--- config.mk ---
export PLATFORM = sky130hd
export DESIGN_NAME = lstc_unit_flat
export DESIGN_NICKNAME = d
export VERILOG_FILES = /design/src/core/lstc_pkg.sv /design/src/core/lstc_if.sv /design/src/core/lstc_unit.sv /design/src/flat_wrapper.sv
export SDC_FILE = /design/constraint.sdc
export NUM_CORES = 2
export LEC_CHECK = 0
export BUFFER_PORTS_ARGS = -buffer_cell sky130_fd_sc_hd__buf_2
export CAP_MARGIN = 0
export CORE_UTILIZATION = 59
export DETAILED_ROUTE_END_ITERATION = 10
export GPL_TIMING_DRIVEN = 0
export HOLD_SLACK_MARGIN = 0.06
export PLACE_DENSITY = 0.75
export SLEW_MARGIN = 5
export SYNTH_ARGS = -nofsm -noshare
export SYNTH_HDL_FRONTEND = slang
export SYNTH_SLANG_ARGS = --single-unit
--- constraint.sdc ---
create_clock -name clk -period 8.77 [get_ports clk]
set_input_delay 1.3155 -clock clk [delete_from_list [all_inputs] [get_ports clk]]
set_output_delay 1.3155 -clock clk [all_outputs]
set_load 0.02 [all_outputs]
--- src/core/lstc_pkg.sv ---
package lstc_pkg;
	// operation select
	typedef enum logic [1:0] {
		LSTC_OP_B2BCD = 2'h0,
		LSTC_OP_BCD2B = 2'h1,
		LSTC_OP_HMS = 2'h2
	} lstc_op_t;

	// unit sequencing states, one-hot
	typedef enum logic [3:0] {
		LSTC_ST_IDLE = 4'h1,
		LSTC_ST_DIV = 4'h2,
		LSTC_ST_CONV = 4'h4,
		LSTC_ST_DONE = 4'h8
	} lstc_state_t;

	// arithmetic limits and counts
	localparam logic [31:0] LSTC_BCD_MAX_MAG = 32'h0000_270F;
	localparam logic [7:0] LSTC_TIME_FIELD_MAX = 8'h3B;
	localparam logic [11:0] LSTC_SEC_PER_HOUR = 12'hE10;
	localparam logic [5:0] LSTC_SEC_PER_MIN = 6'h3C;
	localparam logic [5:0] LSTC_DIV_STEPS = 6'h20;
	localparam logic [5:0] LSTC_DABBLE_STEPS = 6'h1B;
	localparam logic [15:0] LSTC_RSV_LO = 16'h1800;
	localparam logic [15:0] LSTC_RSV_HI = 16'h19FF;

	// controller register byte offsets
	localparam logic [5:0] LSTC_REG_CTRL = 6'h00;
	localparam logic [5:0] LSTC_REG_SRC0 = 6'h04;
	localparam logic [5:0] LSTC_REG_SRC1 = 6'h08;
	localparam logic [5:0] LSTC_REG_PRM0 = 6'h0C;
	localparam logic [5:0] LSTC_REG_DEST = 6'h20;
	localparam logic [5:0] LSTC_REG_AREA = 6'h24;
	localparam logic [5:0] LSTC_REG_RES0 = 6'h28;
	localparam logic [5:0] LSTC_REG_RES1 = 6'h2C;
	localparam logic [5:0] LSTC_REG_STAT = 6'h30;
	localparam logic [5:0] LSTC_REG_IRQ_STAT = 6'h34;
	localparam logic [5:0] LSTC_REG_IRQ_MASK = 6'h38;
	localparam int LSTC_PRM_WORDS = 5;

	// control bits
	localparam int LSTC_CTRL_EXEC = 2;
	localparam int LSTC_CTRL_GO = 3;
	localparam int LSTC_CTRL_SET_CARRY = 4;
	localparam int LSTC_CTRL_CLR_CARRY = 5;
	// area-ok bits
	localparam int LSTC_AREA_SRC = 0;
	localparam int LSTC_AREA_PRM = 1;
	localparam int LSTC_AREA_RES = 2;
	// status bits
	localparam int LSTC_STAT_BUSY = 0;
	localparam int LSTC_STAT_ERR = 1;
	localparam int LSTC_STAT_CARRY = 2;
	localparam int LSTC_STAT_EQ = 3;
	// interrupt bits
	localparam int LSTC_IRQ_DONE = 0;
	localparam int LSTC_IRQ_ERR = 1;
	localparam int LSTC_IRQ_REFUSED = 2;
	localparam int LSTC_IRQ_W = 3;

	// reset values
	localparam logic [15:0] LSTC_WORD_RST = 16'h0000;
	localparam logic [2:0] LSTC_AREA_RST = 3'h7;
endpackage

--- src/core/lstc_if.sv ---
`timescale 1ns/100ps
interface lstc_if;
	import lstc_pkg::*;
	logic start;
	logic [1:0] op_sel;
	logic exec_cond;
	logic carry_in;
	logic [15:0] src0;
	logic [15:0] src1;
	logic [4:0][15:0] prm;
	logic src_area_ok;
	logic prm_area_ok;
	logic res_area_ok;
	logic done;
	logic busy;
	logic [15:0] res0;
	logic [15:0] res1;
	logic error_flag;
	logic carry_sign_flag;
	logic equal_zero_flag;

	modport dev (
		input start, op_sel, exec_cond, carry_in, src0, src1, prm,
		input src_area_ok, prm_area_ok, res_area_ok,
		output done, busy, res0, res1, error_flag, carry_sign_flag,
		output equal_zero_flag
	);
	modport seq (
		output start, op_sel, exec_cond, carry_in, src0, src1, prm,
		output src_area_ok, prm_area_ok, res_area_ok,
		input done, busy, res0, res1, error_flag, carry_sign_flag,
		input equal_zero_flag
	);
endinterface

--- src/core/lstc_unit.sv ---
// Notes on behaviour
// - condition false: no conversion, results and flags kept
// - binary scale: dY/dX times (S minus intercept), rounded
// - negative sets carry; magnitude clamps at 9999
// - intercept, signed dX, BCD dY words
// - parameter area or setting fault raises error flag
// - BCD scale: dY/dX times S plus intercept
// - carry gives BCD source its sign
// - clamp to upper word four, lower word five
// - five words; BCD dX 1..9999, signed dY
// - non-BCD source raises error flag
// - BCD scale leaves carry unchanged
// - scaling sets equal flag on zero result
// - results never aimed at reserved range
// - seconds low byte, minutes high, hours next
// - seconds total as eight BCD digits
// - field over 59, non-BCD, area fault: error
// - zero seconds total sets equal flag
//
// Decided for this implementation: register access over Avalon-MM and the register addresses.
`timescale 1ns/100ps
module lstc_unit
	import lstc_pkg::*;
(
	// clock and reset
	input wire logic clk,
	input wire logic reset_n,
	input wire logic ce,
	// sequencer side
	lstc_if.dev link
);
	function automatic logic bcd_ok(input logic [15:0] w);
		logic ok;
		ok = 1'b1;
		for (int i = 0; i < 4; i++) begin
			if (w[4*i +: 4] > 4'h9) begin
				ok = 1'b0;
			end
		end
		return ok;
	endfunction

	function automatic logic [13:0] bcd_val(input logic [15:0] w);
		return 14'(w[15:12]) * 14'h03E8 + 14'(w[11:8]) * 14'h0064 +
			14'(w[7:4]) * 14'h000A + 14'(w[3:0]);
	endfunction

	lstc_state_t state;
	logic [1:0] op_q;
	logic neg_q;
	logic carry_q;
	logic [15:0] icpt_q;
	logic [15:0] upper_q;
	logic [15:0] lower_q;
	logic [31:0] quo;
	logic [18:0] rem;
	logic [17:0] div_q;
	logic [5:0] step;
	logic [26:0] dab_bin;
	logic [31:0] dab_bcd;

	// operand decode
	logic signed [16:0] s_minus_p;
	logic signed [31:0] b2b_num;
	logic signed [31:0] d2b_num;
	logic [13:0] d2b_src;
	logic [13:0] d2b_dx;
	logic [16:0] b2b_den;
	logic [31:0] mag;
	logic [16:0] den;
	logic neg;
	logic [7:0] sec_b;
	logic [7:0] min_b;
	logic [26:0] hms_total;
	logic op_err;
	logic accept;

	always_comb begin
		s_minus_p = $signed({link.src0[15], link.src0}) -
			$signed({link.prm[0][15], link.prm[0]});
		b2b_num = 32'(s_minus_p * $signed({3'h0, bcd_val(link.prm[2])}));
		d2b_src = bcd_val(link.src0);
		d2b_dx = bcd_val(link.prm[1]);
		d2b_num = 32'($signed(link.prm[2]) * $signed({2'h0, d2b_src}));
		b2b_den = link.prm[1][15] ? 17'(-$signed({1'b1, link.prm[1]})) :
			{1'b0, link.prm[1]};
		sec_b = 8'(link.src0[7:4]) * 8'h0A + 8'(link.src0[3:0]);
		min_b = 8'(link.src0[15:12]) * 8'h0A + 8'(link.src0[11:8]);
		hms_total = 27'(bcd_val(link.src1)) * 27'(LSTC_SEC_PER_HOUR) +
			27'(min_b) * 27'(LSTC_SEC_PER_MIN) + 27'(sec_b);
		if (link.op_sel == LSTC_OP_B2BCD) begin
			mag = b2b_num[31] ? 32'(-b2b_num) : b2b_num;
			den = b2b_den;
			neg = b2b_num[31] ^ link.prm[1][15];
			op_err = !link.prm_area_ok || !bcd_ok(link.prm[2]) ||
				link.prm[1] == LSTC_WORD_RST;
		end else begin
			mag = d2b_num[31] ? 32'(-d2b_num) : d2b_num;
			den = {3'h0, d2b_dx};
			neg = d2b_num[31] ^ link.carry_in;
			op_err = !link.prm_area_ok || !bcd_ok(link.prm[1]) ||
				d2b_dx == 14'h0000;
			if (link.op_sel == LSTC_OP_BCD2B) begin
				op_err = op_err || !bcd_ok(link.src0);
			end else if (link.op_sel == LSTC_OP_HMS) begin
				op_err = !bcd_ok(link.src0) || !bcd_ok(link.src1) ||
					sec_b > LSTC_TIME_FIELD_MAX ||
					min_b > LSTC_TIME_FIELD_MAX ||
					!link.src_area_ok || !link.res_area_ok;
			end else begin
				op_err = 1'b1;
			end
		end
	end

	assign accept = ce && state == LSTC_ST_IDLE && link.start;

	// divider step and digit adjust
	logic [18:0] trial;
	logic [31:0] dab_adj;
	assign trial = {rem[17:0], quo[31]} - {1'b0, div_q};
	genvar g;
	generate
		for (g = 0; g < 8; g++) begin : g_digit
			assign dab_adj[4*g +: 4] = dab_bcd[4*g +: 4] > 4'h4 ?
				dab_bcd[4*g +: 4] + 4'h3 : dab_bcd[4*g +: 4];
		end
	endgenerate

	// finishing values
	logic signed [33:0] d2b_sum;
	logic [15:0] d2b_res;
	logic div_end;
	logic conv_end;
	always_comb begin
		d2b_sum = (neg_q ? -$signed({2'h0, quo}) : $signed({2'h0, quo})) +
			34'($signed(icpt_q));
		if (d2b_sum > 34'($signed(upper_q))) begin
			d2b_res = upper_q;
		end else if (d2b_sum < 34'($signed(lower_q))) begin
			d2b_res = lower_q;
		end else begin
			d2b_res = d2b_sum[15:0];
		end
	end
	assign div_end = state == LSTC_ST_DIV && step == LSTC_DIV_STEPS;
	assign conv_end = state == LSTC_ST_CONV && step == LSTC_DABBLE_STEPS;

	// sequencing
	always_ff @(posedge clk or negedge reset_n) begin
		if (!reset_n) begin
			state <= LSTC_ST_IDLE;
			step <= 6'h00;
		end else if (ce) begin
			case (state)
				LSTC_ST_IDLE: begin
					step <= 6'h00;
					if (link.start) begin
						if (!link.exec_cond || op_err) begin
							state <= LSTC_ST_DONE;
						end else if (link.op_sel == LSTC_OP_HMS) begin
							state <= LSTC_ST_CONV;
						end else begin
							state <= LSTC_ST_DIV;
						end
					end
				end
				LSTC_ST_DIV: begin
					if (!div_end) begin
						step <= step + 6'h01;
					end else begin
						step <= 6'h00;
						state <= op_q == LSTC_OP_B2BCD ? LSTC_ST_CONV :
							LSTC_ST_DONE;
					end
				end
				LSTC_ST_CONV: begin
					if (!conv_end) begin
						step <= step + 6'h01;
					end else begin
						state <= LSTC_ST_DONE;
					end
				end
				LSTC_ST_DONE: state <= LSTC_ST_IDLE;
				default: state <= LSTC_ST_IDLE;
			endcase
		end
	end

	// operand capture and arithmetic
	always_ff @(posedge clk or negedge reset_n) begin
		if (!reset_n) begin
			op_q <= 2'h0;
			neg_q <= 1'b0;
			carry_q <= 1'b0;
			icpt_q <= LSTC_WORD_RST;
			upper_q <= LSTC_WORD_RST;
			lower_q <= LSTC_WORD_RST;
			quo <= 32'h0000_0000;
			rem <= 19'h0_0000;
			div_q <= 18'h0_0000;
			dab_bin <= 27'h000_0000;
			dab_bcd <= 32'h0000_0000;
		end else if (ce) begin
			if (accept) begin
				op_q <= link.op_sel;
				neg_q <= neg;
				carry_q <= link.carry_in;
				icpt_q <= link.prm[0];
				upper_q <= link.prm[3];
				lower_q <= link.prm[4];
				// rounding: (2*mag + den) / (2*den)
				quo <= (mag << 1) + 32'(den);
				rem <= 19'h0_0000;
				div_q <= {den, 1'b0};
				dab_bin <= hms_total;
				dab_bcd <= 32'h0000_0000;
			end else if (state == LSTC_ST_DIV && !div_end) begin
				rem <= trial[18] ? {rem[17:0], quo[31]} : trial;
				quo <= {quo[30:0], ~trial[18]};
			end else if (div_end) begin
				dab_bin <= quo > LSTC_BCD_MAX_MAG ? 27'(LSTC_BCD_MAX_MAG) :
					27'(quo);
			end else if (state == LSTC_ST_CONV && !conv_end) begin
				dab_bcd <= {dab_adj[30:0], dab_bin[26]};
				dab_bin <= {dab_bin[25:0], 1'b0};
			end
		end
	end

	// results and flags
	always_ff @(posedge clk or negedge reset_n) begin
		if (!reset_n) begin
			link.res0 <= LSTC_WORD_RST;
			link.res1 <= LSTC_WORD_RST;
			link.error_flag <= 1'b0;
			link.carry_sign_flag <= 1'b0;
			link.equal_zero_flag <= 1'b0;
		end else if (ce) begin
			if (accept && link.exec_cond && op_err) begin
				link.error_flag <= 1'b1;
			end else if (div_end && op_q == LSTC_OP_BCD2B) begin
				link.res0 <= d2b_res;
				link.error_flag <= 1'b0;
				link.carry_sign_flag <= carry_q;
				link.equal_zero_flag <= d2b_res == LSTC_WORD_RST;
			end else if (conv_end && op_q == LSTC_OP_B2BCD) begin
				link.res0 <= dab_bcd[15:0];
				link.error_flag <= 1'b0;
				link.carry_sign_flag <= neg_q && dab_bcd[15:0] != 16'h0000;
				link.equal_zero_flag <= dab_bcd[15:0] == 16'h0000;
			end else if (conv_end) begin
				link.res0 <= dab_bcd[15:0];
				link.res1 <= dab_bcd[31:16];
				link.error_flag <= 1'b0;
				link.equal_zero_flag <= dab_bcd == 32'h0000_0000;
			end
		end
	end

	assign link.done = state == LSTC_ST_DONE;
	assign link.busy = state != LSTC_ST_IDLE;
endmodule

--- src/flat_wrapper.sv ---
// flat-port wrapper written by rule: the top's interface ports become plain ports
module lstc_unit_flat import lstc_pkg::*;
  (clk, reset_n, ce, link_start, link_op_sel, link_exec_cond, link_carry_in, link_src0, link_src1, link_prm, link_src_area_ok, link_prm_area_ok, link_res_area_ok, link_done, link_busy, link_res0, link_res1, link_error_flag, link_carry_sign_flag, link_equal_zero_flag);
  lstc_if link_i ();
  input wire logic clk;
  input wire logic reset_n;
  input wire logic ce;
  input wire logic [$bits(link_i.start)-1:0] link_start;
  input wire logic [$bits(link_i.op_sel)-1:0] link_op_sel;
  input wire logic [$bits(link_i.exec_cond)-1:0] link_exec_cond;
  input wire logic [$bits(link_i.carry_in)-1:0] link_carry_in;
  input wire logic [$bits(link_i.src0)-1:0] link_src0;
  input wire logic [$bits(link_i.src1)-1:0] link_src1;
  input wire logic [$bits(link_i.prm)-1:0] link_prm;
  input wire logic [$bits(link_i.src_area_ok)-1:0] link_src_area_ok;
  input wire logic [$bits(link_i.prm_area_ok)-1:0] link_prm_area_ok;
  input wire logic [$bits(link_i.res_area_ok)-1:0] link_res_area_ok;
  output wire logic [$bits(link_i.done)-1:0] link_done;
  output wire logic [$bits(link_i.busy)-1:0] link_busy;
  output wire logic [$bits(link_i.res0)-1:0] link_res0;
  output wire logic [$bits(link_i.res1)-1:0] link_res1;
  output wire logic [$bits(link_i.error_flag)-1:0] link_error_flag;
  output wire logic [$bits(link_i.carry_sign_flag)-1:0] link_carry_sign_flag;
  output wire logic [$bits(link_i.equal_zero_flag)-1:0] link_equal_zero_flag;
  assign link_i.start = link_start;
  assign link_i.op_sel = link_op_sel;
  assign link_i.exec_cond = link_exec_cond;
  assign link_i.carry_in = link_carry_in;
  assign link_i.src0 = link_src0;
  assign link_i.src1 = link_src1;
  assign link_i.prm = link_prm;
  assign link_i.src_area_ok = link_src_area_ok;
  assign link_i.prm_area_ok = link_prm_area_ok;
  assign link_i.res_area_ok = link_res_area_ok;
  assign link_done = link_i.done;
  assign link_busy = link_i.busy;
  assign link_res0 = link_i.res0;
  assign link_res1 = link_i.res1;
  assign link_error_flag = link_i.error_flag;
  assign link_carry_sign_flag = link_i.carry_sign_flag;
  assign link_equal_zero_flag = link_i.equal_zero_flag;
  lstc_unit u_core (.clk(clk), .reset_n(reset_n), .ce(ce), .link(link_i));
endmodule
==> summary.md <==
| Metric | Value |
|---|---|
| Status | complete, but fails checks |
| Failing checks | negative setup slack |
| Req. time, crit path | 9160 ps |
| RSZ-0062 raised after global routing | yes |
| Die height | 283 um |
| Multi-input gate area | 39100 um2 |
| Final hold viol count | 0 |
| Num CTS Buffers | 22 |
| Post-synth net total | 6820 |
| CTS sink cnt | roughly 220 |
| CTS root buf | clkbuf_16 |
| Drt wl/cell | between 15 and 20 um |
| CP Class | in2reg |
| Layout Nets | 7153 |
| Drt pass-1 iters | 6 |
| Post-layout min period | 13160 ps |
| Syn Area/Cell | 8.52 um2 |
| Vias per cell | 5.79 |
| Die W | 283 um |
| Layout overhead on the synthesized area | 14.7% |
| Post-cts hold buffer count | 0 |
| Synth unique cells | 96 |
| Initial antenna violation count | 10 |
| Most common cell after layout, fill and taps aside | inv_1 |
| Worst EP arrival | 13550 ps |
| Clock tree buffer depth | 3 |
| Final period util | 150% |
| First-pass GRT wire length | 207 mm |
| Largest net degree at the start of global routing | 119 |
| Final HPWL DP | 106 mm |
| Reg2Reg Depth | 33 |
| Mapped Cells | 5488 |
| Critical Path End | u_core.quo[31] |
| Max stage delay on crit path | 590 ps |
| Clock Latency Late Sink | about 540 ps |
| Synth Register Bits | 223 |
| Starting Density | 60.0% |
| GPL Wtd Cong | about 0.98 |
| Leading cell types in the layout, fill and taps excluded | inv_1, ha_1, nand2_1 |
| Vias in the first global route | 39600 |
| Crit path max-delay cell type | fa_2 |
| Total of max-cap violations | 0 |
| Relative slew slack | roughly an eighth |
| Post-DP Area | 49800 um2 |
| CP startpoint | link_src0[14] |
| H-tree depth | 1 |
| Core ar. | 78000 um2 |
| TritonCTS clock tree | built |
| Area taken by flip-flops and latches | 5580 um2 |
| DRC Markers | 0 |
| Critical Path Start Type | primary input |
| Number of flops mapped to enable cells by yosys | 0 |
| Most used cell, CP | fa_1 |
| Clock transition at path regs | 70 ps |
| Worst R2R Setup Slack | -50 ps |
| GRT Overall Usage | 32.1% |
| R2r endpoint | u_core.link.equal_zero_flag |
| Yosys warning count | 0 |
| DIE AREA | 80400 um2 |
| Slew Viols, Final | 0 |
| Final Setup Violations | 32 |
| Num ports | 160 |
| Crit Path Max Fanout | 8 |
| Async S/R FF share, synth | 100% |
| Seq/Total Area, Yosys | 11.9% |
| Fill count | a little over 6000 |
| Final global-route overflow total | 0 |
| Hold crit path type | reg2reg |
| IO Port Bufs | 158 |
| Highest clock rate | 76.0 MHz |
| Final clock skew | 17.1 ps |
| Setup TNS | -108100 ps |
| Cell area after layout | 53600 um2 |
| Share of cells above drive strength 1 | between 10% and 20% |
| Hold Path Stages | 2 |
| Worst r2r src | u_core.neg_q |
| CP Capture Type | register |
| Synth Cell Area | 46700 um2 |
| Row cnt | ~100 |
| Ys flop type | dfrtp_1 |
| Vias | 39900 |
| Final ANT Viol Nets | 0 |
| Setup ws final | -4390 ps |
| Worst Tran Pin Value | 1310 ps |
| Starting DRT DRC Count | 3094 |
| Final wirelength | 131 mm |
==> flip-flops by register name, summed over array words and instances (netlist names) <==
signal                       flops
u_core.lower_q                  16
u_core.dab_bcd                  32
u_core.carry_q                   1
u_core.icpt_q                   16
u_core.div_q                    17
u_core.link.equal_zero_flag      1
u_core.op_q                      2
u_core.link.error_flag           1
u_core.link.carry_sign_flag      1
u_core.upper_q                  16
u_core.step                      6
u_core.link.res1                16
u_core.neg_q                     1
u_core.link.res0                16
u_core.quo                      32
u_core.state                     4
u_core.dab_bin                  27
u_core.rem                      18
==> area by class of cell <==
class                   count  area share (%)
diodes                      6          0.0280
repair buffers            315            4.21
well taps                1040            2.43
plain buffers             174            1.89
multi-input cells        4149            72.9
flip-flops and latches    223            10.4
clock buffers              26            1.13
inverters                 936            6.57
clock inverters            14           0.406
==> worst max-delay path, delay by kind of cell <==
| kind | cells | cell delay [ps] |
|---|---|---|
| XOR/XNOR | 3 | 620 |
| buffers and inverters | 11 | 970 |
| AO/OA/AOI/OAI | 15 | 2220 |
| multiplexers | 1 | 290 |
| adder cells (fa/ha/maj) | 14 | 6070 |
| AND/OR/NAND/NOR | 10 | 1990 |
==> cells in the mapped netlist (10+ instances only) <==
library cell / number / area [um2]
o21bai_1: 55 / 413
nand4_1: 30 / 188
a21boi_0: 16 / 120
a21o_1: 83 / 623
nor3_1: 66 / 330
a211oi_1: 20 / 150
nand2b_1: 37 / 231
a221o_1: 11 / 110
a22oi_1: 26 / 195
or4_1: 17 / 128
clkbuf_1: 162 / 608
or2_2: 13 / 81.3
mux2i_1: 41 / 410
and2_1: 182 / 1140
or3_1: 28 / 175
o31ai_1: 28 / 210
o21ai_1: 16 / 80.1
nand3_1: 118 / 591
xor2_1: 83 / 727
fa_1: 561 / 11200
a221oi_1: 10 / 87.6
dfrtp_1: 222 / 5560
o21a_1: 33 / 248
and3_1: 31 / 194
a2111oi_0: 12 / 105
nor4_1: 15 / 93.8
o21ai_0: 323 / 1620
a31oi_1: 28 / 175
nor2b_1: 55 / 344
inv_1: 936 / 3510
nand2_1: 541 / 2030
nor2_1: 255 / 957
mux2_2: 32 / 360
buf_1: 15 / 56.3
o211ai_1: 17 / 128
ha_1: 648 / 8110
xnor2_1: 286 / 2500
a21oi_1: 291 / 1460
==> stage by stage <==
step                      util (%)  hold WS [ps]  instances  setup WS [ps]
after floorplan                  -           442       5488          -4020
after global placement        63.8           455       6686          -6060
after detailed placement      63.8           464       6687          -6240
after CTS                     67.5           479       6835          -4150
after global routing          68.8           500       6878          -4690
final                         68.8           473       6883          -4390
==> worst min path at each step <==
| stage | from | end | slack, ps |
|---|---|---|---|
| 2_1_floorplan | u_core.dab_bin[3] | u_core.dab_bin[3] | 440 |
| 3_3_place_gp | u_core.dab_bin[3] | u_core.dab_bin[3] | 460 |
| 3_5_place_dp | u_core.link.res0[6] | u_core.link.res0[6] | 460 |
| 4_1_cts | u_core.link.res0[6] | u_core.link.res0[6] | 480 |
| 5_1_grt | u_core.dab_bin[1] | u_core.dab_bin[1] | 500 |
| 6_report | u_core.link.res0[6] | u_core.link.res0[6] | 470 |
==> metal layers <==
metal	up-vias	part of all wire (%)	track usage (%)
li1	18700	-	-
met1	19400	41	42.2
met2	1422	48	54.4
met3	314	6.2	2.77
met4	6	4.9	13.3
met5	-	0.034	0
==> what timing repair did <==
action                     4_1_cts  5_1_grt
setup endpoints to repair       31       46
cloned                           3        0
gates resized for setup        258      171
pin swaps                      188      190
setup buffers                  107       49
==> kinds of logic after synthesis <==
family                     share of synthesized area (%)
AOI/OAI and AO/OA                                   14.3
xor gates and xnor gates                            6.91
adders and majority gates                           41.4
buffers and inverters                               8.97
DFF                                                 11.9
muxes                                               1.77
and+or+nand+nor                                     14.7
Power is not shown: default switching activity piles up to over one toggle a cycle in this logic, so the estimate is an artifact.
